<file path="src/timer_pkg.sv">
package timer_pkg;
  // register word addresses (byte offsets over the bus)
  localparam logic [3:0] ADDR_COUNT   = 4'h0;
  localparam logic [3:0] ADDR_CONTROL = 4'h4;
  localparam logic [3:0] ADDR_IRQ     = 4'h8;
  // control field positions
  localparam int MODE_HI_POS   = 7;
  localparam int MODE_LO_POS   = 6;
  localparam int ENABLE_POS    = 4;
  localparam int EDGE_POS      = 3;
  localparam int PRESCALE_MSB  = 2;
  // irq register field positions
  localparam int IRQ_FLAG_POS  = 0;
  localparam int IRQ_EN_POS    = 1;
  localparam int CLK_SEL_POS   = 2;
  // reset values and the full count
  localparam logic [7:0] CONTROL_RESET = 8'h08;
  localparam logic [7:0] COUNT_RESET   = 8'h00;
  localparam logic [7:0] COUNT_FULL    = 8'hFF;
  // internal source divider for the slow timebase
  localparam int SYS_DIV4      = 4;
  localparam logic [1:0] DIV4_LAST = 2'h3;

  typedef enum logic [1:0] {
    MODE_NONE  = 2'b00,
    MODE_EVENT = 2'b01,
    MODE_TIMER = 2'b10,
    MODE_PULSE = 2'b11
  } mode_t;

  typedef enum logic [1:0] {
    PW_IDLE  = 2'b00,
    PW_COUNT = 2'b01,
    PW_DONE  = 2'b10
  } pw_state_t;

  // control register layout
  typedef struct packed {
    mode_t      mode;
    logic       unused5;
    logic       enable;
    logic       edge_sel;
    logic [2:0] prescale;
  } control_t;

  // avalon request bundle
  typedef struct packed {
    logic [3:0]  address;
    logic        read;
    logic        write;
    logic [31:0] writedata;
  } av_req_t;
endpackage : timer_pkg

</file>
<file path="src/pin_sync.sv">
// two-stage synchroniser with edge detect on the settled copy
module pin_sync (
  // clock and reset
  input  wire logic clk,
  input  wire logic reset,
  // raw pin
  input  wire logic pin_in,
  // synchronised level and edges
  output logic      level,
  output logic      rise,
  output logic      fall
);
  logic meta_reg, meta_next;
  logic sync_reg, sync_next;
  logic prev_reg, prev_next;

  // first stage feeds only the second stage
  always_comb begin
    meta_next = pin_in;
    sync_next = meta_reg;
    prev_next = sync_reg;
  end

  always_ff @(posedge clk) begin
    if (reset) begin
      meta_reg <= 1'b0;
      sync_reg <= 1'b0;
      prev_reg <= 1'b0;
    end else begin
      meta_reg <= meta_next;
      sync_reg <= sync_next;
      prev_reg <= prev_next;
    end
  end

  assign level = sync_reg;
  assign rise  = sync_reg & ~prev_reg;
  assign fall  = ~sync_reg & prev_reg;
endmodule : pin_sync

</file>
<file path="src/event_timer.sv">
// Chosen here: the Avalon-MM register port and the register offsets.
module event_timer (
  // clock and reset
  input  wire logic        clk,
  input  wire logic        reset,
  // avalon-mm slave
  input  wire logic [3:0]  address,
  input  wire logic        read,
  input  wire logic        write,
  input  wire logic [31:0] writedata,
  output logic [31:0]      readdata,
  output logic             waitrequest,
  // external count pin
  input  wire logic        external_count_pin,
  // events to the core
  output logic             irq_req,
  output logic             wake_req,
  output logic             overflow_pulse
);
  timer_pkg::control_t ctrl_reg, ctrl_next;
  logic [7:0]  count_reg, count_next;
  logic [7:0]  preload_reg, preload_next;
  logic [6:0]  presc_reg, presc_next;
  logic [1:0]  div4_reg, div4_next;
  logic        flag_reg, flag_next;
  logic        irq_en_reg, irq_en_next;
  logic        slow_sel_reg, slow_sel_next;
  logic        pw_active_reg, pw_active_next;
  logic [31:0] rdata_reg, rdata_next;
  logic        ack_reg, ack_next;
  logic        irq_reg, irq_next;
  logic        wake_reg, wake_next;
  logic        ovf_reg, ovf_next;
  logic        pin_level, pin_rise, pin_fall;
  logic        src_tick, presc_fall, tick, ovf, pw_end, pw_start;
  logic        wr_hit, rd_hit;
  timer_pkg::av_req_t req;

  pin_sync i_pin_sync (
    .clk    (clk),
    .reset  (reset),
    .pin_in (external_count_pin),
    .level  (pin_level),
    .rise   (pin_rise),
    .fall   (pin_fall)
  );

  assign req    = '{address: address, read: read, write: write, writedata: writedata};
  // one wait cycle per access; read data is captured on the first edge so it
  // stands at the accepting edge, while a write lands only on the accepting
  // edge, the one at which the master sees waitrequest low
  assign wr_hit = req.write & ack_reg;
  assign rd_hit = req.read & ~ack_reg;

  // internal timebase and prescaler
  always_comb begin
    div4_next = div4_reg + 2'h1;
    src_tick  = slow_sel_reg ? (div4_reg == timer_pkg::DIV4_LAST) : 1'b1;
    // seven bits suffice: ratio 128 watches bit 6 only
    presc_next = src_tick ? presc_reg + 7'h01 : presc_reg;
    // falling edge of selected divider bit; ratio 1 is every source tick
    if (ctrl_reg.prescale == 3'h0) begin
      presc_fall = src_tick;
    end else begin
      presc_fall = src_tick & presc_reg[ctrl_reg.prescale - 3'h1]
                   & ~presc_next[ctrl_reg.prescale - 3'h1];
    end
  end

  // tick qualification per mode
  always_comb begin
    pw_active_next = pw_active_reg;
    pw_start = 1'b0;
    pw_end   = 1'b0;
    tick     = 1'b0;
    case (ctrl_reg.mode)
      timer_pkg::MODE_EVENT: begin
        // pin edge, undivided, no clock gating
        tick = ctrl_reg.enable & (ctrl_reg.edge_sel ? pin_fall : pin_rise);
      end
      timer_pkg::MODE_TIMER: begin
        tick = ctrl_reg.enable & presc_fall;
      end
      timer_pkg::MODE_PULSE: begin
        // start edge opens the window, opposite edge closes it
        pw_start = ctrl_reg.enable & ~pw_active_reg
                   & (ctrl_reg.edge_sel ? pin_rise : pin_fall);
        pw_end   = ctrl_reg.enable & pw_active_reg
                   & (ctrl_reg.edge_sel ? pin_fall : pin_rise);
        if (pw_start) pw_active_next = 1'b1;
        if (pw_end) pw_active_next = 1'b0;
        tick = ctrl_reg.enable & pw_active_reg & ~pw_end & presc_fall;
      end
      default: tick = 1'b0;
    endcase
    if (!ctrl_reg.enable) pw_active_next = 1'b0;
  end

  assign ovf = tick & (count_reg == timer_pkg::COUNT_FULL);

  // counter, preload, control and flags
  always_comb begin
    ctrl_next     = ctrl_reg;
    preload_next  = preload_reg;
    irq_en_next   = irq_en_reg;
    slow_sel_next = slow_sel_reg;
    flag_next     = flag_reg;
    count_next = tick ? count_reg + 8'h01 : count_reg;
    if (ovf) count_next = preload_reg;
    if (wr_hit && req.address == timer_pkg::ADDR_COUNT) begin
      preload_next = req.writedata[7:0];
      if (!ctrl_reg.enable) count_next = req.writedata[7:0];
    end
    if (wr_hit && req.address == timer_pkg::ADDR_CONTROL) begin
      ctrl_next = timer_pkg::control_t'(req.writedata[7:0]);
      ctrl_next.unused5 = 1'b0;
    end
    // write one clears; a same-cycle overflow wins
    if (wr_hit && req.address == timer_pkg::ADDR_IRQ) begin
      irq_en_next   = req.writedata[timer_pkg::IRQ_EN_POS];
      slow_sel_next = req.writedata[timer_pkg::CLK_SEL_POS];
      if (req.writedata[timer_pkg::IRQ_FLAG_POS]) flag_next = 1'b0;
    end
    if (ovf) flag_next = 1'b1;
    // capture end drops the enable, after any software write
    if (pw_end) ctrl_next.enable = 1'b0;
  end

  always_comb begin
    rdata_next = 32'h0000_0000;
    if (rd_hit) begin
      case (req.address)
        timer_pkg::ADDR_COUNT:   rdata_next = {24'h00_0000, count_reg};
        timer_pkg::ADDR_CONTROL: rdata_next = {24'h00_0000, ctrl_reg};
        timer_pkg::ADDR_IRQ:     rdata_next = {29'h0000_0000, slow_sel_reg,
                                                irq_en_reg, flag_reg};
        default:                 rdata_next = 32'h0000_0000;
      endcase
    end
    ack_next  = (req.read | req.write) & ~ack_reg;
    // enable masks the interrupt; wake follows the masked request
    irq_next  = flag_next & irq_en_next;
    wake_next = flag_next & irq_en_next;
    ovf_next  = ovf;
  end

  // preload is left unreset; its contents are undefined until written
  always_ff @(posedge clk) begin
    preload_reg <= preload_next;
  end

  always_ff @(posedge clk) begin
    if (reset) begin
      ctrl_reg      <= timer_pkg::control_t'(timer_pkg::CONTROL_RESET);
      count_reg     <= timer_pkg::COUNT_RESET;
      presc_reg     <= 7'h00;
      div4_reg      <= 2'h0;
      flag_reg      <= 1'b0;
      irq_en_reg    <= 1'b0;
      slow_sel_reg  <= 1'b0;
      pw_active_reg <= 1'b0;
      rdata_reg     <= 32'h0000_0000;
      ack_reg       <= 1'b0;
      irq_reg       <= 1'b0;
      wake_reg      <= 1'b0;
      ovf_reg       <= 1'b0;
    end else begin
      ctrl_reg      <= ctrl_next;
      count_reg     <= count_next;
      presc_reg     <= presc_next;
      div4_reg      <= div4_next;
      flag_reg      <= flag_next;
      irq_en_reg    <= irq_en_next;
      slow_sel_reg  <= slow_sel_next;
      pw_active_reg <= pw_active_next;
      rdata_reg     <= rdata_next;
      ack_reg       <= ack_next;
      irq_reg       <= irq_next;
      wake_reg      <= wake_next;
      ovf_reg       <= ovf_next;
    end
  end

  // waitrequest is low only in the second cycle of a request; it is high while idle and in the first cycle
  logic wait_reg, wait_next;
  always_comb begin
    wait_next = ~ack_next;
  end
  always_ff @(posedge clk) begin
    if (reset) begin
      wait_reg <= 1'b1;
    end else begin
      wait_reg <= wait_next;
    end
  end

  assign readdata       = rdata_reg;
  // every output comes straight from its flop, so no glitch reaches the bus
  assign waitrequest    = wait_reg;
  assign irq_req        = irq_reg;
  assign wake_req       = wake_reg;
  assign overflow_pulse = ovf_reg;
endmodule : event_timer

</file>
<file path="config.mk">
export PLATFORM = sky130hd
export DESIGN_NAME = event_timer
export DESIGN_NICKNAME = d
export VERILOG_FILES = /design/src/timer_pkg.sv /design/src/pin_sync.sv /design/src/event_timer.sv
export SDC_FILE = /design/constraint.sdc
export NUM_CORES = 1
export LEC_CHECK = 0
export BUFFER_PORTS_ARGS = -buffer_cell sky130_fd_sc_hd__buf_2
export CAP_MARGIN = 5
export CORE_MARGIN = 5
export CORE_UTILIZATION = 44
export CTS_CLUSTER_DIAMETER = 30
export DETAILED_ROUTE_END_ITERATION = 10
export GPL_TIMING_DRIVEN = 0
export PLACE_DENSITY = 0.7
export SYNTH_ARGS = -nofsm -noshare
export SYNTH_HDL_FRONTEND = slang
export SYNTH_SLANG_ARGS = --single-unit
</file>
<file path="constraint.sdc">
create_clock -name clk -period 3.3 [get_ports clk]
set_input_delay 0.99 -clock clk [delete_from_list [all_inputs] [get_ports clk]]
set_output_delay 0.99 -clock clk [all_outputs]
set_load 0.02 [all_outputs]
</file>
==> metrics.yaml, run 1 <==
status:
  status: "finished, final reports clean"
critical_path:
  cp_cell_sequence: "buf_2 > nor3_1 > nand3_1 > nor2_1 > nand2_1 > and3_1 > a32oi_1 > o21ai_0"
  crit_family: "simple AND/OR/NAND/NOR gates"
  worst_setup_path_end_kind: "flop"
  slowest_delay_ns: 0.68
  worstPathMaxFanout: 9
  start_kind: "input port"
  cp_data_required_time_ns: 3.51
  path_class: "input port to flop"
  r2r_setup_slack_ns: 0.43
  path_buf_inv: 1
  critPathSlowestCell: "nor2_1"
  cp_data_arrival_time_ns: 3.29
power_and_ir_drop:
  power.leakage_nw: 1.30
  ir_worst_vdd_mv: 0.268
  finalPower_mw: 1.20
  power_density_nw_per_um2: 392
floorplan:
  rows: 28
  ioPinCount: 77
  die_height_microns: 87.4
  core-area_sq_um: 5890
  die_w_microns: 87.4
  die-area_sq_um: 7650
  start_util_pct: 44.8
layout:
  drive_gt1_share_pct: 22.9
  area_growth_pct: 16.1
  fin_nets: 386
  fill_cells: 580
  fin_area_sq_um: 3060
  diodes: 0
global_routing:
  overflow: 0
  grt_pass1_vias: 1899
  grt_pass1_wl_mm: 8.83
  antenna_found_initial: 0
  grtUsageTotal_pct: 14.7
  grt_max_degree: 17
synthesis:
  synth_edf_count: 8
  synth_seq_cells: 51
  async_flop_share_pct: 0
  synthCells: 283
  ys_types: 53
  synth_area_sq_um: 2640
  yosysSeqAreaShare_pct: 41.7
  synth-main-ff-cell: "dfxtp_1"
  yosys_warnings: 0
  avgSynthCellArea_sq_um: 9.32
clock_network:
  post_cts_buffers: 0
  cts_made_buffers: 5
  clock_sinks: 51
  clk_latency_ns: 0.32
  cts-htree-levels: 2
  postCtsResizedCells: 0
  cts_tree: "yes"
  clk_pin_slew_ns: 0.11
  root_buffer: "clkbuf_8"
  holdBufCountCts: 0
  clk_path_buf_depth: 2
flow_run:
  maxCapViolations: 0
timing:
  finClkSkew_ns: 0.0204
  max_freq_mhz: 325
  hold_viol: 0
  min_period_ns: 3.08
  finalCritPeriodShare_pct: 93.4
  slew_viol_final: 0
  tns_ns: 0
  setup_viol: 0
  hold_ws_ns: 0.431
  rsz0062_at_grt: "no"
  max_slew_margin_pct: 42.5
  tightest_slew_ns: 0.860
placement:
  hpwl_mm: 4.13
  gp_congestion: 0.862
  port_buffers: 27
  placed_cell_area_sq_um: 2950
detailed_routing:
  drc_errors: 0
  dr_wl_met2_mm: 2.54
  wl_met1_mm: 2.63
  num_vias: 2117
  wl_per_cell_microns: 13.4
  firstDrtPassIters: 4
  met3WireLength_microns: 334
  top_layer_used: "met4"
  wl_mm: 5.59
  ant_nets: 0
  viasPerCell: 5.09
  drt-initial-drc-count: 149
hold_path:
  min_path_type: "flop to flop"
==> cell usage after synthesis (8+ instances only) <==
cell type / n / area (sq um)
dfxtp_1: 43 / 861
nor2_1: 30 / 113
buf_4: 26 / 195
nand2_1: 21 / 78.8
mux2i_1: 18 / 180
a21oi_1: 10 / 50.1
inv_1: 10 / 37.5
nand3_1: 10 / 50.1
nor2b_1: 10 / 62.6
nand4_1: 9 / 56.3
edfxtp_1: 8 / 240
==> final cells by class <==
type                            count  area [sq um]  share of cell area, %
Tap cell                           75          93.8                   3.06
Clock inverter                      2          37.5                   1.22
Buffer                             37           262                   8.53
Clock buffer                        6          72.6                   2.37
Multi-Input combinational cell    208          1330                   43.2
Sequential cell                    51          1100                   35.9
Timing Repair Buffer               27           135                   4.41
Inverter                           10          37.5                   1.22
==> report_power, final <==
part | switching [mW] | internal (mW) | total [mW]
logic | 0.0670 | 0.0429 | 0.110
registers | 0.00825 | 0.641 | 0.649
clock network | 0.216 | 0.227 | 0.443
total | 0.291 | 0.910 | 1.20
==> routing by layer <==
| metal | global-route usage, % | vias up |
|---|---|---|
| li1 | - | 1063 |
| met1 | 19.3 | 987 |
| met2 | 24.0 | 58 |
| met3 | 2.93 | 9 |
| met4 | 5.02 | 0 |
| met5 | 0 | - |
==> cell families after synthesis <==
logic type      after synthesis  share of synthesized area, %
fa+ha+maj                     5                          2.37
simple gates                111                          22.6
mux                          18                          6.83
flops                        51                          41.7
xor+xnor                      8                          2.94
compound gates               42                          12.0
other cells                   1                         0.142
buf+inv                      47                          11.3
==> stage by stage <==
stage | std cells | utilization, % | setup WS (ns)
detailed placement | 408 | 50.2 | -0.146
global route | 416 | 52.1 | 0.0251
finish | 416 | 52.1 | 0.219
floorplan | 306 | - | 0.646
global placement | 408 | 50.2 | -0.130
CTS | 416 | 52.1 | 0.174
==> cells in the final DEF (no fill, tap or decap), drive strengths merged, types with 9 or more instances in the layout <==
cell    netlist  final
buf          33     60
dfxtp        43     43
nor2         30     30
conb          1     24
nand2        21     21
mux2i        18     18
nor2b        11     11
inv          10     10
nand3        10     10
a21oi        10     10
clkbuf        4     10
nand4         9      9
==> worst paths after layout <==
check / from / cells after the start / end
min reg2reg: div4_reg[0] / 1 / div4_reg[0]
max: address[3] / 8 / count_reg[3]
min: div4_reg[0] / 1 / div4_reg[0]
max reg2reg: ctrl_reg[0] / 13 / count_reg[4]
Power figures use the tool's default switching activity.
==> run 2: changes to the inputs <==
--- a/config.mk
+++ b/config.mk
@@ -8,11 +8,10 @@
 export BUFFER_PORTS_ARGS = -buffer_cell sky130_fd_sc_hd__buf_2
 export CAP_MARGIN = 5
 export CORE_MARGIN = 5
-export CORE_UTILIZATION = 44
+export CORE_UTILIZATION = 35
 export CTS_CLUSTER_DIAMETER = 30
 export DETAILED_ROUTE_END_ITERATION = 10
 export GPL_TIMING_DRIVEN = 0
-export PLACE_DENSITY = 0.7
 export SYNTH_ARGS = -nofsm -noshare
 export SYNTH_HDL_FRONTEND = slang
 export SYNTH_SLANG_ARGS = --single-unit
==> run 2 against run 1 <==
Total power decreased by 7.0%; critical path type unchanged; wire length rose by 1.7%; core utilization is 10 points lower; largest power group unchanged.
==> metrics.yaml, run 2 (synthesized netlist as in run 1, its figures left out) <==
status:
  status: "finished, final reports clean"
timing:
  slew_viol_final: 0  # unchanged
  hold_viol: 0  # unchanged
  max_slew_margin_pct: 44.6  # +2.1 points
  setup_viol: 0  # unchanged
  rsz0062_at_grt: "no"
  finalCritPeriodShare_pct: 91.9  # -1.5 points
  finClkSkew_ns: 0.0114  # -0.00895 ns
  tightest_slew_ns: 0.828  # -0.0316 ns
  max_freq_mhz: 330  # +1.7%
  min_period_ns: 3.03  # -0.0501 ns
detailed_routing:
  top_layer_used: "met4"
  drc_errors: 0  # unchanged
  dr_wl_met2_mm: 2.53  # -0.63%
  num_vias: 2072  # -2.1%
  wl_mm: 5.68  # +1.7%
  met3WireLength_microns: 285  # -15%
  firstDrtPassIters: 4  # unchanged
  wl_per_cell_microns: 12.9  # -3.9%
  ant_nets: 0  # unchanged
  drt-initial-drc-count: 80  # -46%
  wl_met1_mm: 2.80  # +6.7%
  viasPerCell: 4.71  # -7.5%
clock_network:
  cts-htree-levels: 2  # unchanged
  clk_latency_ns: 0.31  # about the same
  cts_made_buffers: 5  # unchanged
  clk_pin_slew_ns: 0.10  # about the same
  cts_tree: "yes"
  clock_sinks: 51  # unchanged
  post_cts_buffers: 0  # unchanged
  root_buffer: "clkbuf_8"
  clk_path_buf_depth: 2  # unchanged
  postCtsResizedCells: 0  # unchanged
  holdBufCountCts: 0  # unchanged
hold_path:
  min_path_type: "flop to flop"
layout:
  final_cell_mix: "dfxtp_1, nor2_1, buf_2, buf_4, conb_1"
  fin_nets: 386  # unchanged
  diodes: 0  # unchanged
  fill_cells: 766  # +32%
  multiInputGateArea_sq_um: 1330  # unchanged
  postLayoutCoreUtil_pct: 42.1  # -10 points
  drive_gt1_share_pct: 22.9  # unchanged
  area_growth_pct: 16.3
  regArea_sq_um: 1100  # unchanged
  layout_commonest_cell: "dfxtp_1"
floorplan:
  start_util_pct: 36.2  # -8.6 points
  rows: 31  # +11%
  ioPinCount: 77  # unchanged
  core-area_sq_um: 7290  # +24%
  die_w_microns: 96.8  # +11%
  die-area_sq_um: 9380  # +23%
  die_height_microns: 96.8  # +11%
global_routing:
  grt_pass1_vias: 2012  # +6.0%
  grt_pass1_wl_mm: 9.66  # +9.4%
  grtUsageTotal_pct: 12.4  # -2.3 points
  overflow: 0  # unchanged
  grt_max_degree: 16  # -1
  antenna_found_initial: 0  # unchanged
power_and_ir_drop:
  finalPower_mw: 1.12  # -7.0%
  power_density_nw_per_um2: 364  # -7.1%
  ir_worst_vdd_mv: 0.144  # -46%
  power.leakage_nw: 1.29  # -0.79%
critical_path:
  cp_data_arrival_time_ns: 3.24  # -0.05 ns
  path_buf_inv: 1  # unchanged
  cp_cell_sequence: "buf_2 > nor3_1 > nand3_1 > nor2_1 > nand2_1 > and3_1 > a32oi_1 > o21ai_1"
  worst_setup_path_end_kind: "flop"
  critPathSlowestCell: "nor2_1"
  worstPathMaxFanout: 9  # unchanged
  slowest_delay_ns: 0.65  # -0.03 ns
  cp_data_required_time_ns: 3.50  # about the same
  path_class: "input port to flop"
  crit_family: "simple AND/OR/NAND/NOR gates"
  start_kind: "input port"
flow_run:
  maxCapViolations: 0  # unchanged
placement:
  hpwl_mm: 4.28  # +3.7%
  gp_congestion: 0.777  # -9.8%
  port_buffers: 27  # unchanged
==> run 2: stage by stage <==
stage,TNS (ns),hold slack (ns),cell area [sq um],cells,worst slack (ns)
after detailed placement,-0.334,0.417,2980,432,-0.168
after global placement,-0.271,0.408,2980,432,-0.138
after floorplan,0,0.399,2730,306,0.646
final,0,0.426,3070,440,0.269
after CTS,0,0.430,3070,440,0.161
after global routing,0,0.454,3070,440,0.0223
==> run 2: power breakdown <==
| group | internal (mW) | leakage [nW] | switching (mW) | total (mW) |
|---|---|---|---|---|
| Combinational | 0.0430 | 0.830 | 0.0667 | 0.110 |
| Sequential | 0.641 | 0.421 | 0.00799 | 0.649 |
| Clock | 0.149 | 0.0412 | 0.211 | 0.359 |
| Total | 0.833 | 1.29 | 0.285 | 1.12 |
==> run 2: final timing paths <==
check	from	endpoint	slack, ns	depth (start not counted)
setup / recovery	address[3]	count_reg[5]	0.27	8
hold / removal	div4_reg[0]	div4_reg[0]	0.43	1
setup reg to reg	ctrl_reg[0]	count_reg[0]	0.48	13
hold reg to reg	div4_reg[0]	div4_reg[0]	0.43	1
==> run 2: area by class of cell <==
cell class              count  share of cell area [%]
plain buffers              37                    8.52
multi-input cells         208                    43.2
clock inverters             2                   0.408
inverters                  10                    1.22
well taps                  99                    4.04
flip-flops and latches     51                    35.9
clock buffers               6                    2.36
repair buffers             27                    4.40
==> run 2: layer usage <==
layer  vias up  GRT usage, %
li1       1063             -
met1       958          15.6
met2        43          20.3
met3         8          3.67
met4         0          3.89
met5         -             0
==> run 3: changes to the inputs <==
--- a/config.mk
+++ b/config.mk
@@ -7,7 +7,6 @@
 export LEC_CHECK = 0
 export BUFFER_PORTS_ARGS = -buffer_cell sky130_fd_sc_hd__buf_2
 export CAP_MARGIN = 5
-export CORE_MARGIN = 5
 export CORE_UTILIZATION = 35
 export CTS_CLUSTER_DIAMETER = 30
 export DETAILED_ROUTE_END_ITERATION = 10
==> constraint.sdc (replaced) <==
create_clock -name clk -period 2.6 [get_ports clk]
set_input_delay 0.78 -clock clk [delete_from_list [all_inputs] [get_ports clk]]
set_output_delay 0.78 -clock clk [all_outputs]
set_load 0.02 [all_outputs]
==> run 3 against run 2 <==
Die area is 16% lower; highest routed layer unchanged; global-route usage grew 2.8 points; largest cell class unchanged; clock power is 31% higher; largest power group unchanged; sequential power increased by 27%.
==> metrics.yaml, run 3 (synthesized netlist as in run 1, its figures left out) <==
hold_path:
  min_path_type: "flop to flop"
  holdPathStages: 1  # unchanged
global_routing:
  overflow: 0  # unchanged
  grt_max_degree: 17  # +1
  grt_pass1_wl_mm: 8.94  # -7.5%
  antenna_found_initial: 0  # unchanged
  grt_pass1_vias: 1887  # -6.2%
  grtUsageTotal_pct: 15.2  # +2.8 points
detailed_routing:
  firstDrtPassIters: 5  # +1
  num_vias: 2136  # +3.1%
  drt-initial-drc-count: 79  # -1.3%
  wl_mm: 5.85  # +2.9%
  viasPerCell: 4.72  # +0.13%
  drc_errors: 0  # unchanged
  ant_nets: 0  # unchanged
  wl_per_cell_microns: 12.9  # about the same
power_and_ir_drop:
  finalPower_mw: 1.44  # +29%
  ir_worst_vdd_mv: 0.168  # +16%
  seqPwrFrac_pct: 57.3  # -0.7 points
  power_density_nw_per_um2: 435  # +19%
  p_sw_mw: 0.381  # +33%
  switching_share_pct: 26.4  # +0.90 points
  combPwrFrac_pct: 10.1  # +0.3 points
  power.leakage_nw: 1.39  # +7.4%
  intPower_mw: 1.06  # +27%
  pwr-share-clk_pct: 32.5  # +0.3 points
critical_path:
  start_kind: "flop"
  cp_data_required_time_ns: 2.84  # -0.66 ns
  cp_data_arrival_time_ns: 2.73  # -0.51 ns
  r2r_cells: 13  # unchanged
  worstPathMaxFanout: 5  # -4
  worst_setup_path_end_kind: "flop"
  path_class: "flop to flop"
placement:
  gp_congestion: 0.841  # +8.2%
  port_buffers: 27  # unchanged
  hpwl_mm: 4.03  # -5.9%
  placed_cell_area_sq_um: 2980  # unchanged
  dp_cells: 432  # unchanged
timing:
  finClkSkew_ns: 0.00758  # -0.00383 ns
  hold_ws_ns: 0.438  # +0.0121 ns
  tightest_slew_ns: 0.634  # -0.194 ns
  min_period_ns: 2.49
  setup_viol: 0  # unchanged
  max_slew_margin_pct: 57.5  # +13 points
  rsz0062_at_grt: "yes"
  hold_viol: 0  # unchanged
  slew_viol_final: 0  # unchanged
  max_freq_mhz: 401
  finalCritPeriodShare_pct: 95.9
clock_network:
  clock_sinks: 51  # unchanged
  clk_path_buf_depth: 2  # unchanged
  clk_latency_ns: 0.32  # about the same
  holdBufCountCts: 0  # unchanged
  cts_made_buffers: 5  # unchanged
  cts_tree: "yes"
  cts-htree-levels: 2  # unchanged
  clk_pin_slew_ns: 0.10  # about the same
  root_buffer: "clkbuf_8"
layout:
  diodes: 0  # unchanged
  fin_nets: 399  # +3.4%
  fill_cells: 699  # -8.7%
  final-instance-count-excl-fill: 453  # +3.0%
  drive_gt1_share_pct: 32.2  # +9.3 points
  final_cell_mix: "buf_4, dfxtp_1, nor2_1, buf_2, conb_1"
  area_growth_pct: 25.5
  fin_area_sq_um: 3310  # +7.9%
floorplan:
  ioPinCount: 77  # unchanged
  die_height_microns: 88.8  # -8.3%
  start_util_pct: 36.4  # +0.19 points
  core-area_sq_um: 7250  # -0.53%
  die-area_sq_um: 7890  # -16%
  rows: 31  # unchanged
  die_w_microns: 88.8  # -8.3%
status:
  status: "finished, final reports clean"
flow_run:
  maxCapViolations: 0  # unchanged
-- run 3: cell count changes in the layout (fill, tap and decap cells not counted), moves of 4 or more --
| cell | before | now |
|---|---|---|
| buf_4 | 26 | 38 |
| dfxtp_2 | 0 | 4 |
| nor2b_1 | 10 | 6 |
| dfxtp_1 | 43 | 38 |
-- run 3: path summary, 6_finish.rpt --
| kind | from | to | slack [ns] |
|---|---|---|---|
| max reg2reg | ctrl_reg[0] | count_reg[0] | 0.11 |
| min | div4_reg[0] | div4_reg[0] | 0.44 |
| min reg2reg | div4_reg[0] | div4_reg[0] | 0.44 |
| max | ctrl_reg[0] | count_reg[0] | 0.11 |
-- run 3: area by class of cell --
class                   count  area (sq um)  area share, %
flip-flops and latches     51          1110           33.5
multi-input cells         208          1440           43.6
clock inverters             3          20.0          0.604
repair buffers             43           260           7.86
plain buffers              34           244           7.37
inverters                  10          42.5           1.28
well taps                  99           124           3.74
clock buffers               5          68.8           2.08
-- run 3: metal layers --
layer | track usage, % | wire (microns) | part of all wire, %
met5 | 0 | 0 | 0
met4 | 7.48 | 122 | 2.1
met3 | 3.36 | 261 | 4.5
met2 | 26.1 | 2770 | 47
met1 | 18.0 | 2690 | 46
-- run 3: critical path: stages, from the launching register on --
cell and delay (ns):
dfxtp_4 0.39, inv_6 0.04, ha_4 0.28, nand2_2 0.05, o311a_1 0.30, nor4_2 0.18, o31ai_2 0.13, a211oi_2 0.23
buf_4 0.16, buf_6 0.11, buf_6 0.09, xor2_2 0.14, nor3_2 0.06, nor4_2 0.25
-- run 3: power by group through the flow --
stage | Clock (mW) | Sequential, mW | Combinational, mW
2_1_floorplan | 0 | 0.841 | 0.104
3_3_place_gp | 0 | 0.841 | 0.137
3_5_place_dp | 0 | 0.842 | 0.138
4_1_cts | 0.483 | 0.824 | 0.140
5_1_grt | 0.520 | 0.828 | 0.162
6_report | 0.469 | 0.826 | 0.146
-- run 3: timing repair --
action                                  CTS  global route
endpoints found under the setup margin   10            10
setup buffers                             9             6
cloned                                    1             0
pin swaps                                 7            13
gates resized for setup                  14            27
-- run 3: stage by stage --
stage          TNS (ns)  util, %  worst slack [ns]
2_1_floorplan         0        -             0.107
3_3_place_gp      -3.00     41.1            -0.575
3_5_place_dp      -3.27     41.1            -0.583
4_1_cts         -0.0844     44.0           -0.0423
5_1_grt         -0.0392     45.7           -0.0383
6_report              0     45.7             0.107
